### src/pkg/bsx_pkg.sv
// Purpose: shared constants and types of the branch/bit-set/move executer
// Assumes: 16-bit instruction words, 8-bit data, 12-bit data addresses
// Notes:   register offsets are byte addresses on the Avalon-MM slave

package bsx_pkg;

  // ==========================================================
  // widths
  localparam int PC_W = 21;
  localparam int DA_W = 12;

  // ==========================================================
  // register map (byte offsets)
  localparam logic [5:0] OFS_CTRL   = 6'h00;
  localparam logic [5:0] OFS_STATUS = 6'h04;
  localparam logic [5:0] OFS_WORKING_REGISTER   = 6'h08;
  localparam logic [5:0] OFS_BANK   = 6'h0c;
  localparam logic [5:0] OFS_PC     = 6'h10;
  localparam logic [5:0] OFS_PTR0   = 6'h14;
  localparam logic [5:0] OFS_PTR1   = 6'h18;
  localparam logic [5:0] OFS_PTR2   = 6'h1c;

  // ==========================================================
  // field positions
  localparam int CTRL_RUN_BIT  = 0;
  localparam int STAT_NEG_BIT  = 0;
  localparam int STAT_ZERO_BIT = 1;
  localparam int STAT_ILL_BIT  = 2;
  localparam int STAT_BUSY_BIT = 3;

  // ==========================================================
  // values after reset
  localparam logic [PC_W-1:0] RST_PC   = 21'h000000;
  localparam logic [7:0]      RST_WORKING_REGISTER = 8'h00;
  localparam logic [3:0]      RST_BANK = 4'h0;
  localparam logic            RST_RUN  = 1'b0;

  // ==========================================================
  // opcode prefixes
  localparam logic [4:0] OP_BRANCH = 5'h1a;   // 1101 0
  localparam logic [3:0] OP_BITSET = 4'h8;    // 1000
  localparam logic [9:0] OP_PTRLD  = 10'h3b8; // 1110 1110 00
  localparam logic [7:0] OP_PTRLD2 = 8'hf0;   // 1111 0000
  localparam logic [5:0] OP_MOVE   = 6'h14;   // 0101 00

  // ==========================================================
  // access bank split, program counter step and unused pointer select
  localparam logic [7:0]      ACCESS_SPLIT = 8'h80;
  localparam logic [3:0]      ACCESS_HI_BK = 4'hf;
  localparam logic [PC_W-1:0] PC_STEP      = 21'h000002;
  localparam logic [1:0]      PTR_NONE     = 2'h3;

  // ==========================================================
  // quarters of an instruction cycle
  localparam logic [1:0] Q1 = 2'h0;
  localparam logic [1:0] Q2 = 2'h1;
  localparam logic [1:0] Q3 = 2'h2;
  localparam logic [1:0] Q4 = 2'h3;

  // ==========================================================
  // sequencer states
  typedef enum logic [3:0] {
    ST_HALT  = 4'h1,
    ST_EXEC  = 4'h2,
    ST_NOP   = 4'h4,
    ST_WORD2 = 4'h8
  } bsx_state_t;

endpackage : bsx_pkg

### src/pkg/bsx_flag_if.sv
// Purpose: carries an operand to the flag/bit unit and its results back
// Assumes: same clock domain on both ends, purely combinational
// Notes:   src drives operand and bit select, unit answers

`timescale 1ns/1ps

interface bsx_flag_if;
  logic [7:0] operand;
  logic [2:0] bit_sel;
  logic [7:0] set_result;
  logic       neg;
  logic       zero;

  // ==========================================================
  modport src  (output operand, output bit_sel,
                input set_result, input neg, input zero);
  modport unit (input operand, input bit_sel,
                output set_result, output neg, output zero);
endinterface : bsx_flag_if

### src/rtl/bsx_flag_unit.sv
// Purpose: bit-set merge and negative/zero flags of one data byte
// Assumes: operand is stable through the quarter that uses it
// Notes:   combinational only, no state

`timescale 1ns/1ps

module bsx_flag_unit
  import bsx_pkg::*;
(
  // operand and results
  bsx_flag_if.unit fl
);

  // ==========================================================
  // bit set: one bit forced high, the rest untouched
  always_comb begin
    fl.set_result = fl.operand | (8'h01 << fl.bit_sel);
  end

  // ==========================================================
  // flags of the moved value
  assign fl.neg  = fl.operand[7];
  assign fl.zero = (fl.operand == 8'h00);

endmodule : bsx_flag_unit

### src/rtl/bsx_exec.sv
// Purpose: fetch, decode and execute of branch, bit set, pointer load
//          and move, in four quarters per instruction cycle
// Assumes: program and data memories answer on this clock; data memory
//          read data is valid in the quarter after the address is set
// Notes:   registers are reached over Avalon-MM with one wait state

`timescale 1ns/1ps

// Contract
// - a branch loads the pc with the incremented pc plus twice n.
// - a branch takes two cycles, the second doing nothing at all.
// - bit set forces bit b of register f high and keeps the flags.
// - bank field 0 uses the access bank, 1 the bank select register.
// - bit set is one cycle: decode, read f, process, write f back.
// - pointer load puts a 12-bit literal into pointer 0 to 2, no flags.
// - pointer load is two words and cycles, high nibble then low byte.
// - move copies f to the working register when d is 0, else back to f.
// - move sets the negative and zero flags from the moved value.
// - move reaches any f in the bank chosen by the bank field.
// - move reads f in the second quarter and writes in the fourth.
module bsx_exec
  import bsx_pkg::*;
(
  // clock and reset
  input  wire logic              ref_clk_i,
  input  wire logic              reset_n_i,
  // program memory fetch
  output logic [PC_W-1:0]        prog_addr_o,
  input  wire logic [15:0]       prog_data_i,
  input  wire logic              prog_valid_i,
  // data memory bus
  output logic [DA_W-1:0]        dmem_addr_o,
  input  wire logic [7:0]        dmem_rdata_i,
  output logic [7:0]             dmem_wdata_o,
  output logic                   dmem_we_o,
  // avalon-mm register slave
  input  wire logic [5:0]        avs_address_i,
  input  wire logic              avs_read_i,
  input  wire logic              avs_write_i,
  input  wire logic [31:0]       avs_writedata_i,
  input  wire logic [3:0]        avs_byteenable_i,
  output logic [31:0]            avs_readdata_o,
  output logic                   avs_waitrequest_o
);

  // ==========================================================
  // state of the whole block
  typedef struct packed {
    bsx_state_t            st;
    logic [1:0]            q;
    logic                  run;
    logic [PC_W-1:0]       pc;
    logic [15:0]           ir;
    logic [7:0]            lit_lo;
    logic [7:0]            working_register;
    logic [3:0]            bank;
    logic                  neg;
    logic                  zero;
    logic                  illegal;
    logic [2:0][3:0]       ptr_hi;
    logic [2:0][7:0]       ptr_lo;
    logic [7:0]            tmp;
    logic [DA_W-1:0]       daddr;
    logic                  dwe;
    logic [7:0]            dwdata;
    logic                  ack;
    logic [31:0]           rdata;
  } bsx_core_t;

  bsx_core_t   s;
  bsx_core_t   next_s;
  logic [1:0]  rst_sync;
  logic        rst_n;
  logic        req;
  logic        bus_wr;
  logic        is_bra;
  logic        is_bsf;
  logic        is_ptr;
  logic        is_mov;
  logic [1:0]  ptr_sel;
  logic [PC_W-1:0] br_offs;

  bsx_flag_if  fl ();

  // ==========================================================
  // reset release: asynchronous assert, two-flop release
  always_ff @(posedge ref_clk_i or negedge reset_n_i) begin
    if (!reset_n_i) begin
      rst_sync <= 2'h0;
    end else begin
      rst_sync <= {rst_sync[0], 1'b1};
    end
  end

  assign rst_n = rst_sync[1];

  // ==========================================================
  // flag and bit unit, fed from the latched operand
  assign fl.operand = s.tmp;
  assign fl.bit_sel = s.ir[11:9];

  bsx_flag_unit u_flag (
    .fl (fl)
  );

  // ==========================================================
  // decode of the latched instruction word
  assign is_bra  = (s.ir[15:11] == OP_BRANCH);
  assign is_bsf  = (s.ir[15:12] == OP_BITSET);
  assign is_ptr  = (s.ir[15:6]  == OP_PTRLD);
  assign is_mov  = (s.ir[15:10] == OP_MOVE);
  assign ptr_sel = s.ir[5:4];

  // signed word offset doubled to a byte offset
  assign br_offs = {{(PC_W-12){s.ir[10]}}, s.ir[10:0], 1'b0};

  // ==========================================================
  // data address of a fetched word: access bank or selected bank
  function automatic logic [DA_W-1:0] data_addr(
    input logic [15:0] word,
    input logic [3:0]  bank
  );
    logic [3:0] bk;
    bk = bank;
    if (!word[8]) begin
      // low half of the access bank sits in bank 0, high half on top
      bk = (word[7:0] < ACCESS_SPLIT) ? 4'h0 : ACCESS_HI_BK;
    end
    data_addr = {bk, word[7:0]};
  endfunction : data_addr

  // ==========================================================
  // read mux of the register slave
  function automatic logic [31:0] reg_read(
    input bsx_core_t  c,
    input logic [5:0] addr
  );
    reg_read = 32'h0000_0000;
    case (addr)
      OFS_CTRL: begin
        reg_read[CTRL_RUN_BIT] = c.run;
      end
      OFS_STATUS: begin
        reg_read[STAT_NEG_BIT]  = c.neg;
        reg_read[STAT_ZERO_BIT] = c.zero;
        reg_read[STAT_ILL_BIT]  = c.illegal;
        reg_read[STAT_BUSY_BIT] = (c.st != ST_HALT);
      end
      OFS_WORKING_REGISTER: begin
        reg_read[7:0] = c.working_register;
      end
      OFS_BANK: begin
        reg_read[3:0] = c.bank;
      end
      OFS_PC: begin
        reg_read[PC_W-1:0] = c.pc;
      end
      OFS_PTR0: begin
        reg_read[11:0] = {c.ptr_hi[0], c.ptr_lo[0]};
      end
      OFS_PTR1: begin
        reg_read[11:0] = {c.ptr_hi[1], c.ptr_lo[1]};
      end
      OFS_PTR2: begin
        reg_read[11:0] = {c.ptr_hi[2], c.ptr_lo[2]};
      end
      default: begin
        reg_read = 32'h0000_0000;
      end
    endcase
  endfunction : reg_read

  // ==========================================================
  // bus handshake: one wait state, the write lands on the ack edge
  assign req               = avs_read_i | avs_write_i;
  assign bus_wr            = avs_write_i & s.ack;
  assign avs_waitrequest_o = req & ~s.ack;

  // ==========================================================
  // next state: bus writes first, so a hardware set wins a clear
  always_comb begin
    next_s     = s;
    next_s.dwe = 1'b0;
    next_s.ack = req & ~s.ack;
    if (req & ~s.ack & avs_read_i) begin
      next_s.rdata = reg_read(s, avs_address_i);
    end

    // software writes
    if (bus_wr) begin
      case (avs_address_i)
        OFS_CTRL: begin
          if (avs_byteenable_i[0]) begin
            next_s.run = avs_writedata_i[CTRL_RUN_BIT];
          end
        end
        OFS_STATUS: begin
          // write one to clear the sticky decode error
          if (avs_byteenable_i[0] && avs_writedata_i[STAT_ILL_BIT]) begin
            next_s.illegal = 1'b0;
          end
        end
        OFS_WORKING_REGISTER: begin
          if (avs_byteenable_i[0]) begin
            next_s.working_register = avs_writedata_i[7:0];
          end
        end
        OFS_BANK: begin
          if (avs_byteenable_i[0]) begin
            next_s.bank = avs_writedata_i[3:0];
          end
        end
        OFS_PC: begin
          // moving the pc under a running core would tear a fetch
          if (s.st == ST_HALT) begin
            if (avs_byteenable_i[0]) begin
              next_s.pc[7:0] = {avs_writedata_i[7:1], 1'b0};
            end
            if (avs_byteenable_i[1]) begin
              next_s.pc[15:8] = avs_writedata_i[15:8];
            end
            if (avs_byteenable_i[2]) begin
              next_s.pc[PC_W-1:16] = avs_writedata_i[PC_W-1:16];
            end
          end
        end
        default: begin
          next_s.run = next_s.run; // unmapped or pointer offset: write ignored
        end
      endcase
    end

    // instruction sequencer
    case (s.st)
      ST_HALT: begin
        if (s.run) begin
          next_s.st = ST_EXEC;
          next_s.q  = Q1;
        end
      end

      ST_EXEC: begin
        case (s.q)
          Q1: begin
            // decode quarter; stall here until the word is offered
            if (!s.run) begin
              next_s.st = ST_HALT;
            end else if (prog_valid_i) begin
              next_s.ir    = prog_data_i;
              next_s.pc    = s.pc + PC_STEP;
              next_s.daddr = data_addr(prog_data_i, s.bank);
              next_s.q     = Q2;
            end
          end
          Q2: begin
            next_s.tmp = dmem_rdata_i;
            next_s.q   = Q3;
          end
          Q3: begin
            // process quarter; the data write strobe covers Q4 only
            if (is_bsf) begin
              next_s.tmp    = fl.set_result;
              next_s.dwdata = fl.set_result;
              next_s.dwe    = 1'b1;
            end else if (is_mov && s.ir[9]) begin
              next_s.dwdata = s.tmp;
              next_s.dwe    = 1'b1;
            end
            next_s.q = Q4;
          end
          Q4: begin
            next_s.q = Q1;
            if (is_bra) begin
              // pc was already stepped past this word at decode
              next_s.pc = s.pc + br_offs;
              next_s.st = ST_NOP;
            end else if (is_ptr) begin
              if (ptr_sel != PTR_NONE) begin
                next_s.ptr_hi[ptr_sel] = s.ir[3:0];
              end else begin
                next_s.illegal = 1'b1;
              end
              next_s.st = ST_WORD2;
            end else if (is_mov) begin
              if (!s.ir[9]) begin
                next_s.working_register = s.tmp;
              end
              next_s.neg  = fl.neg;
              next_s.zero = fl.zero;
            end else if (!is_bsf) begin
              // unknown word: retired as a one-cycle no-op
              next_s.illegal = 1'b1;
            end
          end
          default: begin
            next_s.q = Q1;
          end
        endcase
      end

      ST_NOP: begin
        // second branch cycle: four idle quarters
        next_s.q = s.q + 2'h1;
        if (s.q == Q4) begin
          next_s.st = ST_EXEC;
        end
      end

      ST_WORD2: begin
        case (s.q)
          Q1: begin
            // second word comes from the next program location
            if (prog_valid_i) begin
              next_s.lit_lo = prog_data_i[7:0];
              next_s.pc     = s.pc + PC_STEP;
              if (prog_data_i[15:8] != OP_PTRLD2) begin
                next_s.illegal = 1'b1;
              end
              next_s.q = Q2;
            end
          end
          Q4: begin
            if (ptr_sel != PTR_NONE) begin
              next_s.ptr_lo[ptr_sel] = s.lit_lo;
            end
            next_s.q  = Q1;
            next_s.st = ST_EXEC;
          end
          default: begin
            next_s.q = s.q + 2'h1;
          end
        endcase
      end

      default: begin
        next_s.st = ST_HALT;
        next_s.q  = Q1;
      end
    endcase
  end

  // ==========================================================
  // state register
  always_ff @(posedge ref_clk_i or negedge rst_n) begin
    if (!rst_n) begin
      s      <= '0;
      s.st   <= ST_HALT;
      s.q    <= Q1;
      s.run  <= RST_RUN;
      s.pc   <= RST_PC;
      s.working_register <= RST_WORKING_REGISTER;
      s.bank <= RST_BANK;
    end else begin
      s <= next_s;
    end
  end

  // ==========================================================
  // outputs, all from flip-flops except the wait request
  assign prog_addr_o    = s.pc;
  assign dmem_addr_o    = s.daddr;
  assign dmem_wdata_o   = s.dwdata;
  assign dmem_we_o      = s.dwe;
  assign avs_readdata_o = s.rdata;

endmodule : bsx_exec

### config.mk
export PLATFORM = sky130hd
export DESIGN_NAME = bsx_exec
export DESIGN_NICKNAME = d
export VERILOG_FILES = /design/src/pkg/bsx_pkg.sv /design/src/pkg/bsx_flag_if.sv /design/src/rtl/bsx_flag_unit.sv /design/src/rtl/bsx_exec.sv
export SDC_FILE = /design/constraint.sdc
export NUM_CORES = 1
export LEC_CHECK = 0
export BUFFER_PORTS_ARGS = -buffer_cell sky130_fd_sc_hd__buf_2
export CAP_MARGIN = 10
export CORE_MARGIN = 5
export CORE_UTILIZATION = 30
export CTS_CLUSTER_SIZE = 8
export DETAILED_ROUTE_END_ITERATION = 8
export PLACE_DENSITY = 0.49
export SLEW_MARGIN = 20
export SYNTH_ARGS = -nofsm -noshare
export SYNTH_HDL_FRONTEND = slang
export SYNTH_SLANG_ARGS = --single-unit
export TNS_END_PERCENT = 50
### constraint.sdc
create_clock -name ref_clk_i -period 7.3 [get_ports ref_clk_i]
set_input_delay 0.73 -clock ref_clk_i [delete_from_list [all_inputs] [get_ports ref_clk_i]]
set_output_delay 0.73 -clock ref_clk_i [all_outputs]
set_load 0.02 [all_outputs]
==> impl_metrics.py, run 1 <==
metrics = {
    "pwr": {
        "power.leakage_uw": 0.00472,
        "pwr-share-clk": 0.368,
        "p_sw_frac": 0.350,
        "pwr-share-comb": 0.233,
        "power_switching_uw": 874,
        "powerDensity_mw_per_mm2": 248,
        "vdd_drop_max_uv": 155,
        "p_int_uw": 1620,
        "p_seq_frac": 0.400,
    },
    "global_routing": {
        "antenna_found_initial": 0,
        "grt.overflow.total": 0,
        "first_global_vias": 7008,
        "grt_pass1_wl_mm": 42.2,
        "grt_max_degree": 81,
        "grt_usage": 0.161,
    },
    "floorplanning": {
        "start_util": 0.304,
        "ios": 146,
        "die_h_um": 184,
        "die_w_um": 184,
        "dieArea_mm2": 0.0337,
        "placeableCoreArea_mm2": 0.0297,
        "fp-row-count": 63,
    },
    "sta": {
        "post-route-period-util": 0.433,
        "max_freq_mhz": 317,
        "setup_viol": 0,
        "hold_viol_final": 0,
        "slew_viol_final": 0,
        "tightest_slew_ps": 934,
        "finalClockSkew_ps": 15.4,
        "post-route-min-period_ps": 3160,
        "fin_tns_setup_ps": 0,
        "slew_headroom": 0.377,
        "rsz0062_at_grt": "no",
    },
    "setup_path": {
        "startpoint_type": "flop",
        "r2r_slack_ps": 4140,
        "critPathCaptureType": "flop",
        "cp_max_fo": 8,
        "cp.required_ps": 7620,
        "worstSetupPathType": "flop to flop",
        "cp_data_arrival_time_ps": 3480,
    },
    "logic_synthesis": {
        "synth_edf_count": 0,
        "synth_adder_area_share": 0.0368,
        "synth_compound_area_frac": 0.172,
        "syn_area_per_cell_um2": 9.68,
        "synth-simple-area-share": 0.143,
        "post_synth_xor_area_fraction": 0.0262,
        "yosysUniqueCellTypes": 83,
        "synthArstFlopShare": 1.00,
        "synth_top_family_by_area": "compound AO/OA/AOI/OAI gates",
        "ys_ff_latch": 148,
        "muxShareOfSynthArea": 0.121,
        "ys.flop_type": "dfrtp_1",
        "syn_area_mm2": 0.00904,
        "seq_area_frac_synth": 0.410,
        "ys_warn_count": 0,
        "synthCells": 934,
    },
    "run_status": {
        "status": "complete, no violations",
    },
    "clock_tree": {
        "cts.htree.levels": 4,
        "clock-sinks": 148,
        "clock_latency_ps": 440,
        "hold_buffers": 0,
        "clkTransAtPathRegs_ps": 70,
        "clock-root-buffer": "clkbuf_16",
        "cts_made_buffers": 17,
        "cts_setup_buffers": 0,
        "cts.path.max_buffers": 2,
        "cts_tree": "yes",
        "ctsResizeCount": 0,
    },
    "placement": {
        "dpl.hpwl_mm": 20.2,
        "portBuffers": 122,
        "gp_congestion": 0.848,
    },
    "final_layout": {
        "antennaDiodeCount": 0,
        "fin_util": 0.339,
        "areaGrowthSynthToFinish_pct": 11.4,
        "drive_gt1_frac": 0.256,
        "fin_nets": 1070,
    },
    "min_path": {
        "worstHoldPathType": "primary input to asynchronous set/reset pin",
    },
    "detailed_routing": {
        "avgViaCountPerCell": 5.20,
        "initialDrtViolationCount": 452,
        "wl_mm": 27.1,
        "via_count": 7149,
        "firstDrtPassIters": 7,
        "wire_per_inst_um": 19.7,
        "drc_errors": 0,
        "antenna_left": 0,
    },
    "run": {
        "drv_cap": 0,
    },
}
-- per-layer routing --
metal / up-vias / track usage / share of wire / wire [µm]
met5: - / 0 / 0 / 0
met4: 0 / 0.0355 / 0.0090 / 244
met3: 16 / 0.0366 / 0.060 / 1620
met2: 201 / 0.241 / 0.44 / 11900
met1: 3530 / 0.238 / 0.49 / 13400
li1: 3402 / - / - / -
-- Yosys cell counts, types with 7 or more instances --
cell      instances  area [µm²]
mux4_2            7         158
ha_1             25         313
o31ai_1           7        52.6
xor2_1           11        96.3
nand4_1          15        93.8
inv_1            18        67.6
nor2_1           44         165
nor4_1           13        81.3
nand3_1          21         105
o21ai_0          54         270
dfrtp_1         147        3680
a21oi_1          79         395
a21o_1            8        60.1
buf_4            76         571
mux2i_1          16         160
buf_2            11        55.1
xnor2_1          16         140
a31oi_1          13        81.3
nor3_1            8        40.0
o22a_1            8        70.1
o21ai_1          19        95.1
a22oi_1           7        52.6
nand2_1          95         357
nor2b_1          17         106
clkbuf_1         28         105
mux2_2           63         709
-- power groups by stage --
stage / clock network, µW / logic (µW) / registers [µW]
after floorplan: 0 / 471 / 956
after global placement: 0 / 577 / 1010
after detailed placement: 0 / 576 / 1010
after CTS: 934 / 580 / 999
after global routing: 969 / 643 / 1010
final: 917 / 581 / 998
-- layout by cell type (no fill, tap or decap), drive strengths merged, types with 8 or more instances in the layout --
cell and instances:
a31oi 13, o22a 8, mux2 69, nor3 11, dfrtp 147, mux2i 16
nor2b 17, nor4 14, clkbuf 18, nand2 95, a21oi 79, nor2 46
xor2 11, conb 12, xnor2 16, nand3 22, inv 26, o21ai 73
ha 25, a21o 8, buf 127, nand4 15
-- state kept, by name, summed over array words and instances, names as in the netlist --
signal and count:
avs_readdata_o 21, br_offs 11, dmem_addr_o 4, dmem_wdata_o 8
dmem_we_o 1, fl.bit_sel 1, fl.operand 8, prog_addr_o 21
rst_sync 2, s 71
-- logic make-up after synthesis --
| logic type | count (synthesis) |
|---|---|
| simple gates | 253 |
| compound gates | 249 |
| flops | 148 |
| buf+inv | 137 |
| mux | 92 |
| xor+xnor | 27 |
| fa+ha+maj | 26 |
| other cells | 2 |
-- stage by stage --
step / setup WS, ps / area, µm² / hold WS [ps] / power [µW] / instances
after global placement: 4070 / 9470 / 339 / 1590 / 1344
after floorplan: 2870 / 9080 / 331 / 1430 / 944
after CTS: 4110 / 10100 / 49.6 / 2510 / 1376
final: 4140 / 10100 / 68.1 / 2500 / 1376
after global routing: 3900 / 10100 / 47.1 / 2620 / 1376
after detailed placement: 4000 / 9470 / 342 / 1590 / 1344
-- worst paths after layout --
kind                       cells after the start                      from                             to
max                                            9  prog_addr_o[1]$_DFF_PN0_      prog_addr_o[11]$_DFF_PN0_
min                                            1                 reset_n_i          rst_sync[1]$_DFF_PN0_
max reg2reg                                    9  prog_addr_o[1]$_DFF_PN0_      prog_addr_o[11]$_DFF_PN0_
min reg2reg                                    0     rst_sync[0]$_DFF_PN0_          rst_sync[1]$_DFF_PN0_
max in group asynchronous                      1     rst_sync[1]$_DFF_PN0_  avs_readdata_o[8]$_DFFE_PN0P_
min in group ref_clk_i                         0     rst_sync[0]$_DFF_PN0_          rst_sync[1]$_DFF_PN0_
-- layout make-up --
class                      instances  area, µm²
timing repair buffer             127        652
clock buffer                      18        429
multi-input combinational        659       4560
fill                            3110      19600
sequential                       148       3710
tap                              390        488
clock inverter                    14        166
inverter                          20       75.1
-- worst max-delay path: stages, from the launching register on --
cell,delay (ps)
dfrtp_1,500
ha_1,300
fa_1,440
a211oi_1,350
o21bai_1,140
a21oi_1,400
o21a_1,270
o21ai_0,140
xor2_1,180
a221o_1,320
No activity file was read; power rests on OpenSTA's default activity.
==> run 2: changes to the inputs <==
- clock period: 7.3 -> 3.3 ns (I/O delays scaled with it)
==> impl_metrics.py, run 2 (synthesis gave the netlist of run 1 again) <==
metrics = {
    "run_status": {
        "status": "complete, no violations",
    },
    "pwr": {
        "power.leakage_uw": 0.00483,
        "vdd_drop_max_uv": 324,
        "power.total_uw": 5600,
        "powerDensity_mw_per_mm2": 546,
    },
    "setup_path": {
        "slowest_stage": "dfrtp_1",
        "cp.required_ps": 3620,
        "worstSetupPathType": "flop to flop",
        "cp_max_fo": 6,
        "crit_chain": "ha_1 > fa_1 > a211oi_1 > o21bai_1 > a21oi_1 > o21a_1 > o21ai_0 > xor2_1 > a221o_1",
        "startpoint_type": "flop",
        "critPathCaptureType": "flop",
        "slowest_delay_ps": 440,
        "cp_data_arrival_time_ps": 3130,
    },
    "global_routing": {
        "grt_usage": 0.166,
        "grt_max_degree": 70,
        "first_global_vias": 7349,
        "grt.overflow.total": 0,
        "antenna_found_initial": 1,
        "grt_pass1_wl_mm": 43.6,
    },
    "detailed_routing": {
        "avgViaCountPerCell": 5.21,
        "initialDrtViolationCount": 478,
        "drc_errors": 0,
        "firstDrtPassIters": 5,
        "via_count": 7282,
        "wl_mm": 28.0,
        "wire_per_inst_um": 20.1,
        "antenna_left": 0,
    },
    "run": {
        "drv_cap": 0,
    },
    "floorplanning": {
        "fp-row-count": 63,
        "dieArea_mm2": 0.0337,
        "die_w_um": 184,
        "ios": 146,
        "placeableCoreArea_mm2": 0.0297,
        "die_h_um": 184,
        "start_util": 0.304,
    },
    "final_layout": {
        "areaGrowthSynthToFinish_pct": 13.5,
        "largest_reg_flops": 71,
        "antennaDiodeCount": 0,
        "seqCellArea_mm2": 0.00371,
        "drive_gt1_frac": 0.270,
        "fin_nets": 1091,
        "multi_input_area_mm2": 0.00455,
        "layout_commonest_cell": "dfrtp_1",
        "stdcell_count": 1397,
        "regMostFlops": "s",
        "fill_cells": 3103,
        "final_cell_mix": "dfrtp_1 (146), buf_2 (122), nand2_1 (95), a21oi_1 (79), mux2_2 (63)",
    },
    "clock_tree": {
        "cts_tree": "yes",
        "clock-root-buffer": "clkbuf_16",
        "cts.path.max_buffers": 2,
        "clkTransAtPathRegs_ps": 70,
        "clock-sinks": 148,
        "cts_setup_buffers": 0,
        "cts.htree.levels": 4,
        "cts_made_buffers": 17,
        "clock_latency_ps": 430,
    },
    "placement": {
        "gp_congestion": 0.841,
        "dpl.hpwl_mm": 21.1,
        "place_inst": 1364,
        "portBuffers": 122,
        "pre_cts_ws_ps": 516,
    },
    "min_path": {
        "worstHoldPathType": "primary input to flop",
    },
    "sta": {
        "tightest_slew_ps": 1020,
        "max_freq_mhz": 356,
        "fin_ws_ps": 489,
        "hold_viol_final": 0,
        "finalClockSkew_ps": 14.6,
        "finalHoldWorstSlack_ps": 120,
        "fin_tns_setup_ps": 0,
        "setup_viol": 0,
        "post-route-min-period_ps": 2810,
        "rsz0062_at_grt": "no",
        "slew_viol_final": 0,
        "post-route-period-util": 0.852,
        "slew_headroom": 0.320,
    },
}
-- run 2: worst paths after layout --
| path | cells after the start | to | from | slack, ps |
|---|---|---|---|---|
| hold / removal | 3 | fl.operand[2]$_DFFE_PN0P_ | dmem_rdata_i[2] | 120 |
| hold reg to reg | 0 | s[82]$_DFFE_PN0P_ | rst_sync[1]$_DFF_PN0_ | 290 |
| setup reg to reg | 9 | prog_addr_o[11]$_DFF_PN0_ | br_offs[1]$_DFFE_PN0P_ | 490 |
| max in group asynchronous | 1 | s[161]$_DFFE_PN1P_ | rst_sync[1]$_DFF_PN0_ | 2140 |
| setup / recovery | 9 | prog_addr_o[11]$_DFF_PN0_ | br_offs[1]$_DFFE_PN0P_ | 490 |
| min in group asynchronous | 2 | rst_sync[1]$_DFF_PN0_ | reset_n_i | 210 |
-- run 2: worst max-delay path: cells and delay by family (launching register included) --
kind | cells | cell delay (ps)
adder cells (fa/ha/maj) | 2 | 680
XOR/XNOR | 1 | 160
AO/OA/AOI/OAI | 6 | 1410
flip-flops | 1 | 440
-- run 2: per-layer routing --
layer / global-route usage / vias up / routed length, µm
li1: - / 3423 / -
met1: 0.245 / 3587 / 13800
met2: 0.247 / 248 / 12100
met3: 0.0402 / 22 / 1670
met4: 0.0408 / 2 / 403
met5: 0 / - / 13
-- run 2: cell type report --
type / count / share of cell area
multi-input cells: 659 / 0.444
flip-flops and latches: 148 / 0.361
repair buffers: 148 / 0.0812
well taps: 390 / 0.0476
clock buffers: 18 / 0.0428
clock inverters: 14 / 0.0157
inverters: 20 / 0.00732
-- run 2: power by group --
group	switching (µW)	leakage, µW	internal (µW)	total [µW]
sequential	227	0.00199	1950	2180
combinational	842	0.00255	543	1390
clock	880	0.000291	1160	2040
-- run 2: through the flow --
stage                      util  cell area, µm²
final                     0.345           10300
after global routing      0.345           10300
after CTS                 0.345           10300
after detailed placement  0.325            9650
after global placement    0.325            9650
after floorplan               -            9080
-- run 2: timing repair --
item	CTS	global route
resized for setup	0	0
endpoints found under the setup margin	0	0
hold endpoints to repair	2	0
hold buffers	1	0
